--- config.mk ---
export PLATFORM = sky130hd
export DESIGN_NAME = pdws_sequencer
export DESIGN_NICKNAME = d
export VERILOG_FILES = /design/src/hdl/pdws_pkg.sv /design/src/hdl/pdws_sequencer.sv
export VERILOG_INCLUDE_DIRS = /design/src /design/src/hdl
export SDC_FILE = /design/constraint.sdc
export NUM_CORES = 1
export LEC_CHECK = 0
export ABC_AREA = 1
export BUFFER_PORTS_ARGS = -buffer_cell sky130_fd_sc_hd__buf_2
export CAP_MARGIN = 15
export CORE_MARGIN = 4
export CORE_UTILIZATION = 60
export CTS_CLUSTER_DIAMETER = 40
export DETAILED_ROUTE_END_ITERATION = 8
export HOLD_SLACK_MARGIN = 0.05
export PLACE_DENSITY_LB_ADDON = 0.2
export SETUP_SLACK_MARGIN = 0.15
export SLEW_MARGIN = 5
export SYNTH_ARGS = -nofsm -noshare
export SYNTH_HDL_FRONTEND = slang
export SYNTH_SLANG_ARGS = --single-unit
--- constraint.sdc ---
create_clock -name core_clk -period 4.98 [get_ports core_clk]
set_clock_uncertainty 0.15 [all_clocks]
set_input_delay 0.249 -clock core_clk [delete_from_list [all_inputs] [get_ports core_clk]]
set_output_delay 0.249 -clock core_clk [all_outputs]
set_load 0.03 [all_outputs]
--- src/hdl/pdws_map.svh ---
// Constants of the power-down wake sequencer: fuse codes, counts, times.
// Assumes inclusion by the sequencer only.
`ifndef PDWS_MAP_SVH
`define PDWS_MAP_SVH

// Sleep mode codes
`define PDWS_SM_POWER_DOWN 3'h2
`define PDWS_SM_POWER_SAVE 3'h3

// Clock source code that selects the external clock input
`define PDWS_CKSEL_EXT 4'h0

// Start-up field codes
`define PDWS_SUT_NONE 2'h0
`define PDWS_SUT_FAST 2'h1
`define PDWS_SUT_SLOW 2'h2

// Selected-clock cycle counts
`define PDWS_WAKE_CK 4'h6
`define PDWS_RESET_CK 4'hE

// Core clock and internal oscillator rates in kHz
`define PDWS_CORE_KHZ 125000
`define PDWS_INT_OSC_KHZ 128
`define PDWS_INT_DIV (`PDWS_CORE_KHZ / `PDWS_INT_OSC_KHZ)

// Extra reset delays in microseconds
`define PDWS_INT_FAST_US 4000
`define PDWS_INT_SLOW_US 64000
`define PDWS_EXT_FAST_US 4100
`define PDWS_EXT_SLOW_US 65000
`define PDWS_US_TO_CYC(us) ((us) * (`PDWS_CORE_KHZ / 1000))

// Reset values
`define PDWS_FUSE_RST 6'h00

`endif

--- src/hdl/pdws_pkg.sv ---
// Types of the power-down wake sequencer.
// Assumes nothing beyond the constants header.
package pdws_pkg;

  typedef enum logic [2:0] {
    PDWS_RST_CK,
    PDWS_RST_MS,
    PDWS_RUN,
    PDWS_SLEEP,
    PDWS_WAKE
  } pdws_state_e;

  typedef struct packed {
    logic ext_reset;
    logic wdt_reset;
    logic wdt_irq;
    logic bod_reset;
    logic twi_match;
    logic ext_level;
    logic pin_change;
    logic async_timer_irq;
    logic spm_ee_ready;
  } pdws_wake_s;

  typedef struct packed {
    logic [3:0] clock_source_fuses;
    logic [1:0] startup_time_fuses;
  } pdws_fuse_s;

endpackage

--- src/hdl/pdws_sequencer.sv ---
// Power-down and power-save entry, wake-up and start-up delay sequencer.
// Assumes wake sources and the external clock arrive asynchronously;
// the CPU sleep strobe, mode bits and fuses come from core_clk logic.
`timescale 1ns/1ps
`include "pdws_map.svh"

// How it works
// - On the internal oscillator, wake takes 6 cycles and reset takes 14 plus 0, 4 or 64 ms.
// - On the external clock, wake takes 6 cycles and reset takes 14 plus 0, 4.1 or 65 ms.
// - The external clock input is used only when the clock-source fuses read 0000.
// - Sleep mode 010 with the sleep strobe enters power-down.
// - In sleep the external oscillator stops while wake detection stays alive.
// - Power-down ends only on reset, watchdog, brown-out, address match, level or pin change.
// - In sleep every generated clock to the core is halted.
// - A level that is gone by the end of start-up still wakes but raises no interrupt.
// - Execution resumes only after the start-up delay set by the fuses.
// - Power-save adds timer and ready wakes; the timer runs in sleep only in async mode.
module pdws_sequencer
  import pdws_pkg::*;
#(
  parameter int unsigned INT_FAST_CYC = `PDWS_US_TO_CYC(`PDWS_INT_FAST_US),
  parameter int unsigned INT_SLOW_CYC = `PDWS_US_TO_CYC(`PDWS_INT_SLOW_US),
  parameter int unsigned EXT_FAST_CYC = `PDWS_US_TO_CYC(`PDWS_EXT_FAST_US),
  parameter int unsigned EXT_SLOW_CYC = `PDWS_US_TO_CYC(`PDWS_EXT_SLOW_US)
) (
  input wire logic core_clk,
  input wire logic reset_n,
  input wire logic sleep_exec,
  input wire logic [2:0] sleep_mode_select,
  input wire pdws_fuse_s fuses,
  input wire logic external_clock_input,
  input wire pdws_wake_s wake_in,
  input wire logic async_timer_async_mode,
  output logic sys_clk_en,
  output logic core_reset_hold,
  output logic ext_osc_en,
  output logic async_timer_en,
  output logic level_irq_req,
  output logic sleeping
);

  localparam logic [9:0] INT_DIV_LAST = 10'(`PDWS_INT_DIV - 1);

  ////////////////////////////////////////////////////////////////////
  // Synchronisers

  pdws_wake_s wake_s1_r;
  pdws_wake_s wake_s2_r;
  logic [2:0] eclk_r;

  always_ff @(posedge core_clk or negedge reset_n) begin
    if (!reset_n) begin
      wake_s1_r <= '0;
      wake_s2_r <= '0;
      eclk_r <= 3'h0;
    end else begin
      wake_s1_r <= wake_in;
      wake_s2_r <= wake_s1_r;
      eclk_r <= {eclk_r[1:0], external_clock_input};
    end
  end

  ////////////////////////////////////////////////////////////////////
  // Selected clock tick

  pdws_fuse_s fuse_r;
  pdws_fuse_s fuse_nxt;
  logic [9:0] div_r;
  logic [9:0] div_nxt;
  logic use_ext;
  logic int_tick;
  logic ext_tick;
  logic tick;

  // Sources other than the external code fall back to the internal one
  assign use_ext = (fuse_r.clock_source_fuses == `PDWS_CKSEL_EXT);
  assign int_tick = (div_r == INT_DIV_LAST);
  // Reads only the second and third stages
  assign ext_tick = eclk_r[1] & ~eclk_r[2];
  assign tick = use_ext ? ext_tick : int_tick;

  always_comb begin
    div_nxt = int_tick ? 10'h000 : div_r + 10'h001;
  end

  always_ff @(posedge core_clk or negedge reset_n) begin
    if (!reset_n) begin
      div_r <= 10'h000;
    end else begin
      div_r <= div_nxt;
    end
  end

  ////////////////////////////////////////////////////////////////////
  // Extra reset delay

  logic [23:0] extra_cyc;

  always_comb begin
    extra_cyc = 24'h00_0000;
    // Reserved start-up code adds nothing
    case (fuse_r.startup_time_fuses)
      `PDWS_SUT_FAST: begin
        extra_cyc = use_ext ? 24'(EXT_FAST_CYC) : 24'(INT_FAST_CYC);
      end
      `PDWS_SUT_SLOW: begin
        extra_cyc = use_ext ? 24'(EXT_SLOW_CYC) : 24'(INT_SLOW_CYC);
      end
      default: begin
        extra_cyc = 24'h00_0000;
      end
    endcase
  end

  ////////////////////////////////////////////////////////////////////
  // Sequencer

  pdws_state_e state_r;
  pdws_state_e state_nxt;
  logic [3:0] ck_cnt_r;
  logic [3:0] ck_cnt_nxt;
  logic [23:0] ms_cnt_r;
  logic [23:0] ms_cnt_nxt;
  logic save_r;
  logic save_nxt;
  logic level_irq_nxt;
  logic rst_req;
  logic pd_wake;
  logic any_wake;
  logic mode_ok;

  assign rst_req = wake_s2_r.ext_reset | wake_s2_r.wdt_reset | wake_s2_r.bod_reset;
  assign pd_wake = rst_req | wake_s2_r.wdt_irq | wake_s2_r.twi_match
                 | wake_s2_r.ext_level | wake_s2_r.pin_change;
  assign any_wake = pd_wake
                  | (save_r & (wake_s2_r.async_timer_irq | wake_s2_r.spm_ee_ready));
  // Other sleep modes lie outside this block; the strobe is ignored
  assign mode_ok = (sleep_mode_select == `PDWS_SM_POWER_DOWN)
                 | (sleep_mode_select == `PDWS_SM_POWER_SAVE);

  always_comb begin
    state_nxt = state_r;
    ck_cnt_nxt = ck_cnt_r;
    ms_cnt_nxt = ms_cnt_r;
    save_nxt = save_r;
    level_irq_nxt = 1'b0;
    // Fuses follow their pins only while the reset cycle count (PDWS_RST_CK) runs
    fuse_nxt = (state_r == PDWS_RST_CK) ? fuses : fuse_r;
    case (state_r)
      PDWS_RST_CK: begin
        if (tick) begin
          if (ck_cnt_r == `PDWS_RESET_CK - 4'h1) begin
            ck_cnt_nxt = 4'h0;
            if (extra_cyc == 24'h00_0000) begin
              state_nxt = PDWS_RUN;
            end else begin
              ms_cnt_nxt = extra_cyc - 24'h00_0001;
              state_nxt = PDWS_RST_MS;
            end
          end else begin
            ck_cnt_nxt = ck_cnt_r + 4'h1;
          end
        end
      end
      PDWS_RST_MS: begin
        if (ms_cnt_r == 24'h00_0000) begin
          state_nxt = PDWS_RUN;
        end else begin
          ms_cnt_nxt = ms_cnt_r - 24'h00_0001;
        end
      end
      PDWS_RUN: begin
        if (sleep_exec && mode_ok) begin
          state_nxt = PDWS_SLEEP;
          save_nxt = (sleep_mode_select == `PDWS_SM_POWER_SAVE);
        end
      end
      PDWS_SLEEP: begin
        if (any_wake) begin
          state_nxt = PDWS_WAKE;
          ck_cnt_nxt = 4'h0;
        end
      end
      PDWS_WAKE: begin
        if (tick) begin
          if (ck_cnt_r == `PDWS_WAKE_CK - 4'h1) begin
            ck_cnt_nxt = 4'h0;
            state_nxt = PDWS_RUN;
            // Level must still stand after start-up
            level_irq_nxt = wake_s2_r.ext_level;
          end else begin
            ck_cnt_nxt = ck_cnt_r + 4'h1;
          end
        end
      end
      default: begin
        state_nxt = PDWS_RST_CK;
        ck_cnt_nxt = 4'h0;
      end
    endcase
    // Reset requests win over everything, including a wake in progress
    if (rst_req) begin
      state_nxt = PDWS_RST_CK;
      ck_cnt_nxt = 4'h0;
      ms_cnt_nxt = 24'h00_0000;
      save_nxt = 1'b0;
      level_irq_nxt = 1'b0;
    end
  end

  always_ff @(posedge core_clk or negedge reset_n) begin
    if (!reset_n) begin
      state_r <= PDWS_RST_CK;
      ck_cnt_r <= 4'h0;
      ms_cnt_r <= 24'h00_0000;
      save_r <= 1'b0;
      fuse_r <= `PDWS_FUSE_RST;
    end else begin
      state_r <= state_nxt;
      ck_cnt_r <= ck_cnt_nxt;
      ms_cnt_r <= ms_cnt_nxt;
      save_r <= save_nxt;
      fuse_r <= fuse_nxt;
    end
  end

  ////////////////////////////////////////////////////////////////////
  // Outputs

  logic sys_clk_en_r;
  logic core_reset_r;
  logic ext_osc_en_r;
  logic timer_en_r;
  logic level_irq_r;
  logic sleeping_r;

  always_ff @(posedge core_clk or negedge reset_n) begin
    if (!reset_n) begin
      sys_clk_en_r <= 1'b0;
      core_reset_r <= 1'b1;
      ext_osc_en_r <= 1'b1;
      timer_en_r <= 1'b0;
      level_irq_r <= 1'b0;
      sleeping_r <= 1'b0;
    end else begin
      sys_clk_en_r <= (state_nxt == PDWS_RUN);
      core_reset_r <= (state_nxt == PDWS_RST_CK) | (state_nxt == PDWS_RST_MS);
      // Oscillator must run again during wake so the count can advance
      ext_osc_en_r <= (state_nxt != PDWS_SLEEP) & use_ext;
      timer_en_r <= async_timer_async_mode
                  & ((state_nxt == PDWS_RUN)
                  | ((state_nxt == PDWS_SLEEP) & save_nxt));
      level_irq_r <= level_irq_nxt;
      sleeping_r <= (state_nxt == PDWS_SLEEP);
    end
  end

  assign sys_clk_en = sys_clk_en_r;
  assign core_reset_hold = core_reset_r;
  assign ext_osc_en = ext_osc_en_r;
  assign async_timer_en = timer_en_r;
  assign level_irq_req = level_irq_r;
  assign sleeping = sleeping_r;

  ////////////////////////////////////////////////////////////////////
  // Assertions

  AST_SLEEP_ENTRY: assert property (
    @(posedge core_clk) disable iff (!reset_n)
    (state_r == PDWS_RUN && sleep_exec && sleep_mode_select == `PDWS_SM_POWER_DOWN && !rst_req)
      |=> (state_r == PDWS_SLEEP) && !sys_clk_en && !save_r
  ) else $error("power-down not entered on sleep strobe");

  AST_SLEEP_STAYS: assert property (
    @(posedge core_clk) disable iff (!reset_n)
    (state_r == PDWS_SLEEP && !any_wake) |=> (state_r == PDWS_SLEEP)
  ) else $error("sleep left without a wake event");

  AST_WAKE_COUNT: assert property (
    @(posedge core_clk) disable iff (!reset_n)
    (state_r == PDWS_WAKE && state_nxt == PDWS_RUN) |-> (tick && ck_cnt_r == 4'h5)
  ) else $error("wake delay is not six cycles");

  AST_RESET_COUNT: assert property (
    @(posedge core_clk) disable iff (!reset_n)
    (state_r == PDWS_RST_CK && state_nxt != PDWS_RST_CK && !rst_req)
      |-> (tick && ck_cnt_r == 4'hD)
  ) else $error("reset delay is not fourteen cycles");

  AST_MS_LOAD: assert property (
    @(posedge core_clk) disable iff (!reset_n)
    (state_r == PDWS_RST_CK && state_nxt == PDWS_RST_MS)
      |=> (ms_cnt_r == $past(extra_cyc) - 24'h00_0001)
  ) else $error("extra reset delay loaded wrong");

  AST_TICK_SOURCE: assert property (
    @(posedge core_clk) disable iff (!reset_n)
    (fuse_r.clock_source_fuses != 4'h0) |-> (tick == (div_r == INT_DIV_LAST))
  ) else $error("external clock used with non-zero source fuses");

  AST_CLOCKS_HALTED: assert property (
    @(posedge core_clk) disable iff (!reset_n)
    (state_r == PDWS_SLEEP) |-> (!sys_clk_en && !ext_osc_en && sleeping)
  ) else $error("clock running during sleep");

  AST_LEVEL_IRQ: assert property (
    @(posedge core_clk) disable iff (!reset_n)
    level_irq_req |-> $past(state_r == PDWS_WAKE && wake_s2_r.ext_level && tick)
  ) else $error("level interrupt without a held level");

  AST_TIMER_SLEEP: assert property (
    @(posedge core_clk) disable iff (!reset_n)
    (state_r == PDWS_SLEEP && (!save_r || !$past(async_timer_async_mode)))
      |-> !async_timer_en
  ) else $error("async timer running in sleep outside power-save async mode");

  AST_RELEASE: assert property (
    @(posedge core_clk) disable iff (!reset_n)
    $rose(sys_clk_en) |-> $past(state_r == PDWS_RST_MS || tick)
  ) else $error("core clocks released before count ended");

endmodule

==> flow_metrics.py <==
metrics = {
    "detailed_routing": {
        "via_per_inst": 5.38,
        "first_pass_iters": 5,
        "drt-initial-drc-count": 208,
        "wire_per_inst_um": 13.9,
        "drc": 0,
        "antenna_left": 0,
        "routed_wl_um": 9120,
        "dr_total_vias": 3538,
    },
    "timing": {
        "setup_tns_ns": 0,
        "finalCriticalPeriod_ns": 2.58,
        "setup_ws_ns": 2.40,
        "finalSetupViolCount": 0,
        "max-slew-margin-rel_pct": 39.6,
        "fmax_ghz": 0.388,
        "rsz0062_at_grt": "false",
        "tightest_slew_ns": 0.905,
        "fin_crit_sh_pct": 51.8,
        "hold_violations": 0,
        "hold_ws_ns": 0.106,
        "slew_viol_final": 0,
    },
    "floorplan": {
        "die_h_um": 90.9,
        "core_area_mm2": 0.00649,
        "die_area_mm2": 0.00826,
        "ioPinCount": 29,
        "die_x_um": 90.9,
        "start_util_pct": 63.5,
        "rows": 29,
    },
    "synthesis": {
        "synth_top_area_share_pct": 44.3,
        "synth_compound_area_share_pct": 6.04,
        "synth_fa_ha_area_share_pct": 2.43,
        "synthesis.area_mm2": 0.00412,
        "synth.area.top_cells": "dfrtp_1, nand2_1, inv_1",
        "synth_xor_area_share_pct": 1.49,
        "synthCells": 527,
        "yosys.area_share.simple_pct": 35.1,
        "ys_ff_latch": 75,
        "synth_fp_nets": 558,
        "yosysWarnings": 0,
        "synth.avg_cell_area_um2": 7.83,
        "yosysSeqAreaShare_pct": 45.6,
        "synth_mux_area_share_pct": 0,
        "synth_cell_type_count": 35,
        "synth_top_family_by_area": "simple AND/OR/NAND/NOR gates",
        "yosys.area.top_type": "dfrtp_1",
    },
    "global_routing": {
        "grt_pass1_wl_um": 16300,
        "grt_remaining_overflow": 0,
        "grt_pass1_vias": 3628,
        "grtUsageTotal_pct": 24.5,
        "antenna_found_initial": 0,
        "grt_start_max_net_pins": 76,
    },
    "worst_hold_path": {
        "holdCritStartpoint": "sleep_exec",
        "hold_depth": 3,
        "min-delay-path-class": "in -> reg",
        "min_to": "save_r$_DFF_PN0_",
    },
    "clocking": {
        "path_clk_slew_ns": 0.09,
        "cts_resized": 0,
        "cts_tree": "yes",
        "cts.path.max_buffers": 2,
        "worstSkewPairLatency_ns": 0.36,
        "cts_htree_levels": 3,
        "root_buffer": "clkbuf_8",
        "numCtsBuffers": 9,
        "cts_sinks": 75,
    },
    "setup_path": {
        "path_cells": "nor2_1, inv_2, nor2_1, nand3_1, nand3_1, nand2_4, nor2_8, inv_2, o22ai_1",
        "path_delay_family": "simple AND/OR/NAND/NOR gates",
        "cp_slowest_cell": "nor2_1",
        "end_kind": "flip-flop",
        "crit_buf_inv": 2,
        "regToRegEndpoint": "ms_cnt_r[4]$_DFFE_PN0P_",
        "r2r-start": "state_r[0]$_DFF_PN0_",
        "critical_path_class": "reg -> reg",
        "critPathLaunchType": "flip-flop",
        "r2r_slack_ns": 2.40,
        "crit_fanout": 18,
        "r2r_cells": 9,
        "slowest_delay_ns": 0.56,
        "worst_ep_required_time_ns": 5.09,
        "cp.arrival_ns": 2.69,
    },
    "finish": {
        "layout-drive-gt1-share_pct": 16.0,
        "final_cell_area_mm2": 0.00470,
        "antenna_cells": 0,
        "syn_to_final_growth_pct": 14.0,
        "fin_util_pct": 72.4,
        "stdcell_count": 658,
        "fillCellCount": 466,
        "layout.nets": 607,
        "multiInputGateArea_mm2": 0.00186,
        "seq_area_mm2": 0.00188,
    },
    "placement": {
        "dpl.cell_count": 624,
        "place_congestion": 0.898,
        "dp_hpwl_um": 6210,
        "place_area_mm2": 0.00429,
        "dp_worst_setup_slack_ns": 2.50,
        "io_buffers": 28,
    },
    "job": {
        "maxCapViolCount": 0,
    },
    "power_and_ir_drop": {
        "power_density_mw_per_mm2": 283,
        "ir_drop_mv": 0.277,
        "total_power_mw": 1.33,
        "p_leak_nw": 2.51,
    },
    "status": {
        "status": "completed",
    },
}
## power breakdown
part / total (mW) / switching, mW / internal, mW
clock network: 0.544 / 0.253 / 0.291
registers: 0.639 / 0.0103 / 0.628
logic: 0.147 / 0.0950 / 0.0515
total: 1.33 / 0.359 / 0.971
## sequential cells by signal, summed over array words and instances (netlist names)
signal,flops
ext_osc_en,1
save_r,1
div_r,10
sys_clk_en,1
eclk_r,3
level_irq_req,1
ms_cnt_r,24
ck_cnt_r,4
async_timer_en,1
wake_s2_r,9
fuse_r,6
wake_s1_r,9
state_r,3
sleeping,1
core_reset_hold,1
## cell usage in the layout, fill, tap and decap left out, types with 2 or more instances in the layout
cell type / n
xnor2_1: 2
a21oi_1: 6
nand4_1: 10
clkinv_4: 2
nand3_2: 6
o22ai_1: 7
ha_1: 8
nor3_1: 6
clkbuf_8: 9
dlygate4sd3_1: 18
nand2_1: 124
nor2_1: 67
inv_2: 10
nor2_4: 5
bufinv_16: 2
nand3b_1: 3
nand2_2: 8
xor2_1: 5
dfstp_2: 2
nor2_8: 2
buf_2: 27
inv_6: 2
nand2_4: 5
dfrtp_1: 73
nand3_1: 53
o21ai_0: 20
inv_1: 74
nor2_2: 7
o21ai_1: 9
## repair_timing
item / 4_1_cts / 5_1_grt
endpoints found under the setup margin: 0 / 0
buffers inserted: 0 / 0
endpoints found under the hold margin: 90 / 0
hold buffers: 18 / 0
## cell type report
type | count | area share, %
inverters | 84 | 6.71
repair buffers | 46 | 6.87
multi-input cells | 360 | 39.5
clock buffers | 9 | 2.63
well taps | 77 | 2.05
clock inverters | 7 | 2.26
flip-flops and latches | 75 | 40.0
## worst reg2reg max path, stage by stage (launching register included)
cell	delay, ns
dfrtp_1	0.45
nor2_1	0.18
inv_2	0.06
nor2_1	0.56
nand3_1	0.19
nand3_1	0.18
nand2_4	0.15
nor2_8	0.28
inv_2	0.13
o22ai_1	0.15
## layer usage
metal	wire (um)	global-route usage [%]	vias to the layer above
li1	-	-	1764
met1	3900	30.7	1654
met2	4600	42.4	101
met3	459	4.42	19
met4	157	9.55	0
met5	0	0	-
## kinds of logic (layout without fill, tap and decap cells)
kind of cell | Yosys count | in the layout
AOI/OAI and AO/OA | 46 | 46
xor gates and xnor gates | 7 | 7
adders and majority gates | 8 | 8
buffers and inverters | 92 | 146
DFF | 75 | 75
and+or+nand+nor | 299 | 299
## cells in the mapped netlist (all sizes together)
| cell type | count |
|---|---|
| a21oi | 6 |
| a31oi | 1 |
| buf | 7 |
| clkbuf | 1 |
| dfrtp | 73 |
| dfstp | 2 |
| ha | 8 |
| inv | 84 |
| nand2 | 137 |
| nand3 | 60 |
| nand3b | 3 |
| nand4 | 10 |
| nor2 | 81 |
| nor3 | 8 |
| o21a | 1 |
| o21ai | 30 |
| o21bai | 1 |
| o22ai | 7 |
| xnor2 | 2 |
| xor2 | 5 |
## how the worst max path moves through the flow
stage | start | to | slack (ns) | cells after the start
after floorplan | fuse_r[0]$_DFFE_PN0P_ | ms_cnt_r[15]$_DFFE_PN0P_ | 2.98 | 13
after global placement | state_r[0]$_DFF_PN0_ | ms_cnt_r[7]$_DFFE_PN0P_ | 2.60 | 8
after detailed placement | state_r[0]$_DFF_PN0_ | ms_cnt_r[8]$_DFFE_PN0P_ | 2.50 | 8
after CTS | state_r[0]$_DFF_PN0_ | ms_cnt_r[4]$_DFFE_PN0P_ | 2.47 | 9
after global routing | fuse_r[0]$_DFFE_PN0P_ | ms_cnt_r[9]$_DFFE_PN0P_ | 2.19 | 12
final | state_r[0]$_DFF_PN0_ | ms_cnt_r[4]$_DFFE_PN0P_ | 2.40 | 9
(Power assumes the default switching activity.)
